**src/rtl/seq_pkg.sv**
```systemverilog
// package: sequencer constants
package seq_pkg;
  // ----------------------------------------
  // clock and timing
  // ----------------------------------------
  localparam int unsigned CLK_HZ = 10_000_000; // system clock rate
  localparam int unsigned MENU_SHORT_MS = 2000; // brief menu press limit
  localparam int unsigned MENU_SHORT_CYC = MENU_SHORT_MS * (CLK_HZ / 1000);
  localparam int unsigned FREEZE_BRIEF_MS = 2000; // brief hold duration
  localparam int unsigned FREEZE_BRIEF_CYC = FREEZE_BRIEF_MS * (CLK_HZ / 1000);
  localparam int unsigned TRIM_RUN_MS = 12000; // one calibration pass, 10..15 s
  localparam int unsigned TRIM_RUN_CYC = TRIM_RUN_MS * (CLK_HZ / 1000);
  // ----------------------------------------
  // temperature limits
  // ----------------------------------------
  localparam logic [9:0] SETPOINT_MIN_HEAT = 10'h028; // 40 C, must exceed
  localparam logic [9:0] TRIM_AMB_MAX = 10'h028; // 40 C ambient upper bound
  localparam logic [9:0] TRIM_AMB_RESET = 10'h014; // 20 C factory default
  localparam logic [9:0] RANGE_LOW_MAX = 10'h12c; // 300 C range
  localparam logic [9:0] RANGE_HIGH_MAX = 10'h1f4; // 500 C range
  localparam logic [1:0] TRIM_TRIES = 2'h3; // passes before failure
  // ----------------------------------------
  // display codes
  // ----------------------------------------
  localparam logic [9:0] DISP_NO_FAULT = 10'h000; // older fault step idle
  localparam logic [9:0] DISP_LOCK_PLAIN = 10'h3f0; // plain lock message
  localparam logic [9:0] DISP_COOL_LOCK = 10'h3f1; // cooling_lock_msg
  localparam logic [9:0] DISP_START_LOCK = 10'h3f2; // start_lock_msg
  localparam logic [9:0] TRIM_FAIL_CODE = 10'h1f7; // error after failed passes (503)
  // ----------------------------------------
  // hold settings
  // ----------------------------------------
  localparam logic [1:0] FREEZE_OFF = 2'h0;
  localparam logic [1:0] FREEZE_ON = 2'h1;
  localparam logic [1:0] FREEZE_BRIEF = 2'h2; // brief_freeze_setting
  // ----------------------------------------
  // menu position (one-hot)
  // ----------------------------------------
  typedef enum logic [4:0] {
    MENU_HOME = 5'h01,
    MENU_FAULT = 5'h02,
    MENU_TRIM = 5'h04,
    MENU_MANUAL = 5'h08,
    MENU_TRIM_RUN = 5'h10
  } menu_t;
endpackage

```
**src/rtl/heatseal_control_sequencer.sv**
```systemverilog
// file: menu, heating target, calibration and hold sequencing
`timescale 1ns/1ps
`default_nettype none
// Behaviour
// - alarm shows fault step; reset goes home
// - short menu press jumps to trim
// - old units always list fault step
// - seal point must exceed 40 to heat
// - home shows live temperature when hold is off
// - analog linear, full scale at range
// - alarm: new error level, old last value
// - enter starts trim; ambient 0..40
// - ambient reference resets to 20
// - trim unheated, label blinks, analog low
// - new units retry trim twice
// - fast cooling locks trim
// - start input locks trim
// - error codes lock trim, some by history
// - start heats to seal point
// - manual key heats like start, at home or in manual step
// - heating led until seal temp reached
// - trim alarm plus start: relay, no heat
// - start plus warm-up heats warm-up point
// - warm-up point must exceed 40 to heat
// - manual key with warm-up heats warm-up
// - hold on shows end-of-phase value
// - brief hold shows latched value briefly
// - analog live temperature regardless of hold
module heatseal_control_sequencer #(
  parameter int unsigned MENU_SHORT_CYC = seq_pkg::MENU_SHORT_CYC, // short press limit
  parameter int unsigned FREEZE_BRIEF_CYC = seq_pkg::FREEZE_BRIEF_CYC, // brief hold time
  parameter int unsigned TRIM_RUN_CYC = seq_pkg::TRIM_RUN_CYC, // one trim pass
  parameter int unsigned DAC_W = 12 // analog output code width
) (
  input wire logic clk, // 10 MHz system clock
  input wire logic sys_rst, // synchronous reset, high
  input wire logic newer_unit, // newer behaviour
  input wire logic manual_in_step, // manual key in manual_step
  input wire logic range_high, // 500 C range
  input wire logic start_in, // machine start input
  input wire logic warmup_in, // machine warm-up input
  input wire logic key_menu, // menu key level
  input wire logic key_enter, // enter key pulse
  input wire logic key_up, // up key pulse
  input wire logic key_down, // down key pulse
  input wire logic key_reset, // reset key pulse
  input wire logic key_manual, // manual heat key pulse
  input wire logic [9:0] actual_temp, // band temperature, C
  input wire logic [9:0] seal_setpoint, // heatsealing set point, C
  input wire logic [9:0] warmup_setpoint, // warm-up set point, C
  input wire logic [1:0] freeze_mode, // freeze_display_step setting
  input wire logic alarm_active, // an alarm is present
  input wire logic [9:0] alarm_code, // active error code
  input wire logic alarm_ackable, // fault clears by reset key
  input wire logic [DAC_W-1:0] alarm_dac_level, // error level for analog output
  input wire logic cooling_fast, // band cools faster than 0.1 K/s
  input wire logic trim_stable, // band steady during trim pass
  input wire logic phase_ok, // a correct operation completed
  output logic [4:0] menu_pos, // current menu step, one-hot
  output logic [9:0] display_value, // value or code on display
  output logic label_blink, // calibration label blinking
  output logic heat_enable, // regulate band
  output logic [9:0] heat_target, // set point in use
  output logic heating_led, // heating to seal point, not yet reached
  output logic warmup_led, // warm-up target in use
  output logic alarm_relay, // alarm relay
  output logic trim_busy, // zero_point_trim running
  output logic trim_fail, // pulse: trim failed after retries
  output logic fault_ack, // pulse: reset key acknowledged fault
  output logic [9:0] trim_ambient, // ambient reference, C
  output logic [DAC_W-1:0] analog_out // analog actual value code
);
  // ----------------------------------------
  // local declarations
  // ----------------------------------------
  localparam logic [DAC_W-1:0] DAC_FULL = {DAC_W{1'b1}}; // 10 V code
  seq_pkg::menu_t menu_q; // menu position
  logic [31:0] press_q; // menu key hold count
  logic menu_prev_q; // menu key last cycle
  logic menu_release, short_press; // menu key released, short
  logic ok_once_q; // correct operation seen since power-up
  logic start_prev_q; // start last cycle
  logic manual_hold_q; // manual heat active
  logic heating_q, heating_prev_q, phase_end; // heating phase, its end
  logic [9:0] latched_q; // end-of-phase temperature
  logic latched_valid_q; // latch filled once
  logic [1:0] tries_q; // trim passes done
  logic trim_block, trim_lock, trim_go, trim_kick; // trim refusal and starts
  logic pass_done; // trim pass expired
  logic brief_go; // brief hold timer start
  logic brief_busy; // brief hold window open
  logic blink_q; // blink phase
  logic [21:0] blink_cnt_q; // blink divider
  logic fault_code_trim; // trim-type alarm
  logic seal_ok, warm_ok; // set points heatable
  logic [9:0] target; // chosen target
  logic target_ok; // chosen target heatable
  logic [9:0] range_max; // range maximum in C
  logic [DAC_W+9:0] scaled; // temperature times full scale
  // ----------------------------------------
  // timers
  // ----------------------------------------
  ms_timer #(.CYCLES(TRIM_RUN_CYC)) u_trim_tmr (.clk(clk), .sys_rst(sys_rst),
    .start(trim_kick), .stop(1'b0), .busy(), .done(pass_done));
  ms_timer #(.CYCLES(FREEZE_BRIEF_CYC)) u_brief_tmr (.clk(clk), .sys_rst(sys_rst),
    .start(brief_go), .stop(1'b0), .busy(brief_busy), .done());
  // ----------------------------------------
  // combinational decisions
  // ----------------------------------------
  // short menu press
  assign menu_release = menu_prev_q && !key_menu;
  assign short_press = menu_release && (press_q < 32'(MENU_SHORT_CYC));
  // set points must exceed 40 C
  assign seal_ok = seal_setpoint > seq_pkg::SETPOINT_MIN_HEAT;
  assign warm_ok = warmup_setpoint > seq_pkg::SETPOINT_MIN_HEAT;
  // warm-up picks its target
  assign target = warmup_in ? warmup_setpoint : seal_setpoint;
  assign target_ok = warmup_in ? warm_ok : seal_ok;
  // trim-type alarms
  assign fault_code_trim = alarm_active && ((alarm_code >= 10'd104 && alarm_code <= 10'd105) ||
    (alarm_code >= 10'd111 && alarm_code <= 10'd113) || alarm_code == 10'd211);
  // some blocking codes depend on history
  always_comb begin
    trim_block = 1'b0;
    if (alarm_active) begin
      if ((alarm_code >= 10'd201 && alarm_code <= 10'd203) || alarm_code == 10'd801 ||
          (alarm_code >= 10'd900 && alarm_code <= 10'd999)) begin
        trim_block = 1'b1;
      end else if (!ok_once_q && alarm_code >= 10'd101 && alarm_code <= 10'd103) begin
        trim_block = 1'b1;
      end
    end
  end
  assign trim_lock = cooling_fast || start_in || trim_block;
  assign trim_go = (menu_q == seq_pkg::MENU_TRIM) && key_enter && !trim_lock;
  // enter starts, unstable band retries
  assign trim_kick = trim_go ||
    (pass_done && !trim_stable && newer_unit && tries_q < seq_pkg::TRIM_TRIES);
  assign phase_end = heating_prev_q && !heating_q;
  assign brief_go = phase_end && freeze_mode == seq_pkg::FREEZE_BRIEF;
  assign range_max = range_high ? seq_pkg::RANGE_HIGH_MAX : seq_pkg::RANGE_LOW_MAX;
  assign scaled = (DAC_W + 10)'(actual_temp) * (DAC_W + 10)'(DAC_FULL);

  // ----------------------------------------
  // menu navigation
  // ----------------------------------------
  // menu position
  always_ff @(posedge clk) begin
    if (sys_rst) begin
      menu_q <= seq_pkg::MENU_HOME;
      fault_ack <= 1'b0;
    end else begin
      fault_ack <= 1'b0;
      unique case (menu_q)
        seq_pkg::MENU_HOME: begin
          if (alarm_active) begin
            menu_q <= seq_pkg::MENU_FAULT;
          end else if (short_press) begin
            // old units list fault step without alarm
            menu_q <= newer_unit ? seq_pkg::MENU_TRIM : seq_pkg::MENU_FAULT;
          end
        end
        seq_pkg::MENU_FAULT: begin
          if (key_reset && alarm_active && alarm_ackable) begin
            menu_q <= seq_pkg::MENU_HOME;
            fault_ack <= 1'b1;
          end else if (short_press) begin
            menu_q <= seq_pkg::MENU_TRIM;
          end else if (!alarm_active && newer_unit) begin
            menu_q <= seq_pkg::MENU_HOME;
          end
        end
        seq_pkg::MENU_TRIM: begin
          if (trim_go) begin
            menu_q <= seq_pkg::MENU_TRIM_RUN;
          end else if (short_press) begin
            menu_q <= manual_in_step ? seq_pkg::MENU_MANUAL : seq_pkg::MENU_HOME;
          end
        end
        seq_pkg::MENU_MANUAL: menu_q <= short_press ? seq_pkg::MENU_HOME : menu_q;
        seq_pkg::MENU_TRIM_RUN: menu_q <= trim_busy ? menu_q : seq_pkg::MENU_HOME;
        default: menu_q <= seq_pkg::MENU_HOME;
      endcase
    end
  end

  // menu key press length
  always_ff @(posedge clk) begin
    if (sys_rst) begin
      press_q <= 32'h0;
      menu_prev_q <= 1'b0;
    end else begin
      menu_prev_q <= key_menu;
      if (!key_menu) begin
        press_q <= 32'h0;
      end else if (press_q != 32'hffffffff) begin
        press_q <= press_q + 32'h1;
      end
    end
  end

  // ----------------------------------------
  // zero-point trim
  // ----------------------------------------
  // ambient reference and pass control
  always_ff @(posedge clk) begin
    if (sys_rst) begin
      trim_ambient <= seq_pkg::TRIM_AMB_RESET;
      trim_busy <= 1'b0;
      trim_fail <= 1'b0;
      tries_q <= 2'h0;
    end else begin
      trim_fail <= 1'b0;
      if (menu_q == seq_pkg::MENU_TRIM && newer_unit) begin
        if (key_up && trim_ambient < seq_pkg::TRIM_AMB_MAX) begin
          trim_ambient <= trim_ambient + 10'h001;
        end else if (key_down && trim_ambient != 10'h000) begin
          trim_ambient <= trim_ambient - 10'h001;
        end
      end
      if (trim_go && !newer_unit) begin
        trim_ambient <= seq_pkg::TRIM_AMB_RESET;
      end
      if (trim_kick) begin
        trim_busy <= 1'b1;
        tries_q <= trim_go ? 2'h1 : tries_q + 2'h1;
      end else if (pass_done) begin
        trim_busy <= 1'b0;
        trim_fail <= !trim_stable;
      end
    end
  end

  // correct operation seen
  always_ff @(posedge clk) begin
    if (sys_rst) begin
      ok_once_q <= 1'b0;
    end else if (phase_ok) begin
      ok_once_q <= 1'b1;
    end
  end

  // blink divider, phase toggles every 2^22 cycles (about 0.42 s)
  always_ff @(posedge clk) begin
    if (sys_rst) begin
      blink_cnt_q <= 22'h0;
      blink_q <= 1'b0;
      label_blink <= 1'b0;
    end else begin
      blink_cnt_q <= blink_cnt_q + 22'h1;
      if (blink_cnt_q == 22'h0) begin
        blink_q <= !blink_q;
      end
      label_blink <= trim_busy && blink_q;
    end
  end

  // ----------------------------------------
  // heating control
  // ----------------------------------------
  // start and manual key request heating, warm-up picks the target
  always_ff @(posedge clk) begin
    if (sys_rst) begin
      start_prev_q <= 1'b0;
      manual_hold_q <= 1'b0;
      heating_q <= 1'b0;
      heating_prev_q <= 1'b0;
      heat_enable <= 1'b0;
      heat_target <= 10'h000;
      heating_led <= 1'b0;
      warmup_led <= 1'b0;
      alarm_relay <= 1'b0;
    end else begin
      start_prev_q <= start_in;
      heating_prev_q <= heating_q;
      // manual key at home, or in manual step
      if (key_manual && !start_in &&
          ((menu_q == seq_pkg::MENU_HOME && !manual_in_step) ||
           (menu_q == seq_pkg::MENU_MANUAL && manual_in_step))) begin
        manual_hold_q <= !manual_hold_q;
      end else if (start_in && !start_prev_q) begin
        manual_hold_q <= 1'b0;
      end
      alarm_relay <= start_in && fault_code_trim;
      heating_q <= (start_in || manual_hold_q) && target_ok && !fault_code_trim &&
        !trim_busy && !alarm_active;
      heat_enable <= heating_q;
      heat_target <= target;
      heating_led <= heating_q && !warmup_in && actual_temp < seal_setpoint;
      warmup_led <= heating_q && warmup_in;
    end
  end

  // ----------------------------------------
  // display and analog output
  // ----------------------------------------
  // end-of-phase latch
  always_ff @(posedge clk) begin
    if (sys_rst) begin
      latched_q <= 10'h000;
      latched_valid_q <= 1'b0;
    end else if (phase_end) begin
      latched_q <= actual_temp;
      latched_valid_q <= 1'b1;
    end
  end

  // display selection per menu step
  always_ff @(posedge clk) begin
    if (sys_rst) begin
      display_value <= 10'h000;
      menu_pos <= seq_pkg::MENU_HOME;
    end else begin
      menu_pos <= menu_q;
      unique case (menu_q)
        seq_pkg::MENU_HOME: begin
          if (freeze_mode == seq_pkg::FREEZE_ON && latched_valid_q) begin
            display_value <= latched_q;
          end else if (freeze_mode == seq_pkg::FREEZE_BRIEF && brief_busy) begin
            display_value <= latched_q;
          end else begin
            display_value <= actual_temp;
          end
        end
        seq_pkg::MENU_FAULT:
          display_value <= alarm_active ? alarm_code : seq_pkg::DISP_NO_FAULT;
        seq_pkg::MENU_TRIM: begin
          if (!newer_unit && (cooling_fast || start_in)) begin
            display_value <= seq_pkg::DISP_LOCK_PLAIN;
          end else if (cooling_fast) begin
            display_value <= seq_pkg::DISP_COOL_LOCK;
          end else if (start_in) begin
            display_value <= seq_pkg::DISP_START_LOCK;
          end else begin
            display_value <= trim_ambient;
          end
        end
        seq_pkg::MENU_MANUAL: display_value <= actual_temp;
        seq_pkg::MENU_TRIM_RUN: display_value <= trim_fail ? seq_pkg::TRIM_FAIL_CODE : trim_ambient;
        default: display_value <= actual_temp;
      endcase
    end
  end

  // analog actual value, live regardless of hold
  always_ff @(posedge clk) begin
    if (sys_rst) begin
      analog_out <= '0;
    end else if (trim_busy) begin
      analog_out <= '0;
    end else if (alarm_active) begin
      analog_out <= newer_unit ? alarm_dac_level : analog_out;
    end else if (actual_temp >= range_max) begin
      analog_out <= DAC_FULL;
    end else begin
      analog_out <= DAC_W'(scaled / (DAC_W + 10)'(range_max));
    end
  end
endmodule
`default_nettype wire

```
**src/rtl/ms_timer.sv**
```systemverilog
// file: cycle countdown timer with done pulse
`timescale 1ns/1ps
`default_nettype none
module ms_timer #(
  parameter int unsigned CYCLES = 20000000 // cycles to count
) (
  input wire logic clk, // system clock
  input wire logic sys_rst, // synchronous reset
  input wire logic start, // (re)load and run
  input wire logic stop, // abort counting
  output logic busy, // counting in progress
  output logic done // one-cycle pulse at expiry
);
  logic [31:0] cnt_q; // remaining cycles

  // count down from load value
  always_ff @(posedge clk) begin
    if (sys_rst) begin
      cnt_q <= 32'h0;
      busy <= 1'b0;
      done <= 1'b0;
    end else begin
      done <= 1'b0;
      if (stop) begin
        busy <= 1'b0;
      end else if (start) begin
        cnt_q <= 32'(CYCLES - 1);
        busy <= 1'b1;
      end else if (busy) begin
        if (cnt_q == 32'h0) begin
          busy <= 1'b0;
          done <= 1'b1;
        end else begin
          cnt_q <= cnt_q - 32'h1;
        end
      end
    end
  end
endmodule
`default_nettype wire

```
**config.mk**
```make
export PLATFORM = sky130hd
export DESIGN_NAME = heatseal_control_sequencer
export DESIGN_NICKNAME = d
export VERILOG_FILES = /design/src/rtl/seq_pkg.sv /design/src/rtl/heatseal_control_sequencer.sv /design/src/rtl/ms_timer.sv
export SDC_FILE = /design/constraint.sdc
export NUM_CORES = 1
export LEC_CHECK = 0
export BUFFER_PORTS_ARGS = -buffer_cell sky130_fd_sc_hd__buf_2
export CORE_ASPECT_RATIO = 0.6
export CORE_MARGIN = 3
export CORE_UTILIZATION = 60
export DETAILED_ROUTE_END_ITERATION = 12
export PLACE_DENSITY = 0.82
export SYNTH_ARGS = -nofsm -noshare
export SYNTH_HDL_FRONTEND = slang
export SYNTH_SLANG_ARGS = --single-unit
export TNS_END_PERCENT = 50
```
**constraint.sdc**
```tcl
create_clock -name clk -period 55.2 [get_ports clk]
set_clock_uncertainty 0.05 [all_clocks]
set_input_delay 13.8 -clock clk [delete_from_list [all_inputs] [get_ports clk]]
set_output_delay 13.8 -clock clk [all_outputs]
set_load 0.02 [all_outputs]
```
==> implementation parameters <==
Parameter                              Value

Synth
  Number of synthesized flops with an enable pin    0
  Fraction of post-synthesis cell area in the top cell type by area    0.215
  XOR/XNOR share of the synthesized area    0.105
  Leading post-synthesis cells by instance count    nor2_1, nand2_1, dfxtp_1
  Post-synthesis net count    2,567
  Mux contribution to synthesized area    0.0499
  Synth Instances    2,311
  Fraction of the mapped netlist area in adder cells    0.138
  Synth async-reset ratio    0
  Count of different cell masters after synthesis    126
  Avg Cell Area, Syn    8.04 µm²
  Post-Synth Simple-Gate Area    0.236
  Most common cell in the synthesized netlist    nor2_1
  Biggest area consumer among synthesized cells    dfxtp_1
  Most used flip-flop cell after synthesis    dfxtp_1
  Combinational family with the most area after synthesis    simple AND/OR/NAND/NOR gates
  Compound-Gate Fraction of Synth Area    0.214
  Sequential fraction of the synthesis area    0.215
  Yosys reg bits    200
  Post-synthesis cell area    18,600 µm²
  Largest cells by area after synthesis    dfxtp_1, ha_1, xnor2_1
  Synthesis Warnings    0

Clock tree
  Count of hold buffers inserted by post-cts repair    0
  CTS tree    built
  Count of cells resized by post-cts repair    0
  Master cell of the clock root buffer    clkbuf_16
  Clock Pin Slew Worst Setup and Hold Paths    0.08 ns
  Number of CTS-inserted buffers    17
  Clock latency at the later pin of the worst-skew pair    0.48 ns
  Post CTS Setup Buffer Count    0
  Buffer depth of the longest clock path    2
  Number of sinks driven by the clock tree    200
  Deepest level of the CTS H-tree    4

STA
  Maximum operating frequency    0.0193 GHz
  RSZ-0062 raised after global routing    false
  Period minus WS final    51.69 ns
  Tcrit/Tclk final    0.937
  Setup tns final    0 ns
  Rel. slew slack    0.193
  Final Slew Violations    0
  Pin slew with the least headroom to its limit    1.21 ns
  Number of setup violations in the final report    0
  Final-report hold violation count    0

Status
  Outcome    complete, no violations

Layout
  Layout overhead on the synthesized area    7.77%
  Layout cell share with drive strength beyond 1    0.111
  Nets    2,651

GRT
  Overflow left after global routing    0
  Largest net degree at the start of global routing    76
  Initial antenna violation count    6
  Overall fraction of global-route tracks in use    0.324
  Global-route wire length before repair    86.9 mm
  Number of global-route vias before repair    16,800

Route
  Total vias in the final route    18,200
  Final routed DRC violation total    0
  Amount of wire on met3 after detailed routing    6.26 mm
  Max layer used    met5
  DRT Pass-1 Iters    9
  Drt total wl    55.0 mm
  Via density per instance    6.46
  Final antenna-violating net count    0
  Routed length on met1    25.2 mm
  DRT iter0 DRCs    2,322
  Met2 wire length    22.0 mm
  WL/cell    19.5 µm

Setup path
  Worst R2R Path Depth    15
  Cell with the largest stage delay on the worst path    a2111oi_4
  Arrival @ worst endpoint    51.98 ns
  Register-to-Register Setup Slack    50.94 ns
  R2R Path Start    u_brief_tmr.cnt_q[22]
  Classification of the worst setup path    input port to flop
  Worst Setup End Kind    flop
  Endpoint of the worst-slack reg-to-reg timing path    u_brief_tmr.cnt_q[24]
  Max FO, Critical Path    16
  Required time of the worst setup path    55.49 ns
  Startpoint types    input port
  Cell repeated most along the worst path    ha_1
  Critical Path Max Stage Delay    0.93 ns

Placed design
  Detailed Place HPWL    42.9 mm
  Count of input and output buffers    126
  Placer's final routability congestion estimate    1.05

Hold path
  Worst hold path startpoint    blink_q
  Path category of the worst min-delay check    flop to flop
  End of the worst hold path    label_blink
  Hold Path Stages    2

Floorplan
  Die Outline Area    33,200 µm²
  Initial standard-cell utilization of the core    0.615
  Die Y    142 µm
  Area of the core    30,200 µm²
  # rows    49
  Number of ports placed on the die boundary    127
  Die boundary width    233 µm

Flow run
  Number of max-cap violations    0
[worst max-delay path, delay by kind of cell]
kind / cells / cell delay [ns]
buffers and inverters: 14 / 1.28
AOI/OAI and AO/OA: 56 / 14.53
muxes: 9 / 3.19
xor gates and xnor gates: 10 / 2.55
and+or+nand+nor: 45 / 8.98
adders and majority gates: 20 / 7.52
[layer usage]
| layer | global-route usage | vias to the layer above |
|---|---|---|
| met2 | 0.462 | 878 |
| met5 | 0 | - |
| met1 | 0.469 | 8659 |
| met3 | 0.0966 | 127 |
| met4 | 0.100 | 10 |
| li1 | - | 8525 |
[flip-flops by register name, indices dropped and copies added, names as in the netlist, 2 cells and up]
signal             cells
trim_ambient          10
latched_q             10
tries_q                2
blink_cnt_q           22
u_brief_tmr.cnt_q     32
heat_target           10
menu_q                 5
display_value         10
press_q               32
analog_out            12
u_trim_tmr.cnt_q      32
menu_pos               5
[metrics by stage]
step,cells,util,instance area (µm²),hold slack (ns),setup WS [ns]
2_1_floorplan,2311,-,18600,0.372,10.19
3_3_place_gp,2784,0.643,19400,0.390,5.98
3_5_place_dp,2784,0.643,19400,0.396,4.27
4_1_cts,2815,0.663,20000,0.407,4.56
5_1_grt,2816,0.663,20000,0.424,1.29
6_report,2818,0.663,20000,0.406,3.51
[cell families after synthesis]
logic type	after synthesis
buf+inv	187
fa+ha+maj	185
simple gates	863
flops	200
compound gates	567
xor+xnor	222
mux	87
[cell usage in the layout (no fill, tap or decap), types with 12 or more instances in the layout]
master / count
a211o_1: 15
a211oi_1: 14
a21o_1: 40
a21oi_1: 170
a22oi_1: 15
a31oi_1: 25
and2_1: 25
and3_1: 23
buf_2: 125
clkbuf_16: 17
dfxtp_1: 200
fa_1: 34
ha_1: 150
inv_1: 121
mux2_2: 22
mux2i_1: 58
nand2_1: 210
nand2b_1: 27
nand3_1: 59
nand3b_1: 12
nand4_1: 23
nor2_1: 239
nor2b_1: 45
nor3_1: 47
nor4_1: 43
o211ai_1: 13
o21ai_0: 87
o21bai_1: 13
o31ai_1: 14
or2_2: 12
or3_1: 23
or4_1: 16
xnor2_1: 112
xor2_1: 110
[how the worst max path moves through the flow]
stage / end / cells past startpoint / start
6_report: analog_out[0] / 154 / actual_temp[1]
3_3_place_gp: analog_out[0] / 154 / actual_temp[1]
4_1_cts: analog_out[0] / 154 / actual_temp[1]
5_1_grt: analog_out[0] / 153 / actual_temp[1]
3_5_place_dp: analog_out[0] / 154 / actual_temp[1]
2_1_floorplan: analog_out[0] / 159 / actual_temp[1]
[layout make-up]
| type | instances | area, µm² |
|---|---|---|
| diodes | 3 | 7.51 |
| clock buffers | 17 | 425 |
| clock inverters | 14 | 153 |
| fillers | 2492 | 10200 |
| inverters | 122 | 458 |
| multi-input cells | 1924 | 13800 |
| flip-flops and latches | 200 | 4000 |
| well taps | 408 | 510 |
| repair buffers | 130 | 663 |
Power is not shown: default switching activity piles up to over one toggle a cycle in this logic, so the estimate is an artifact.
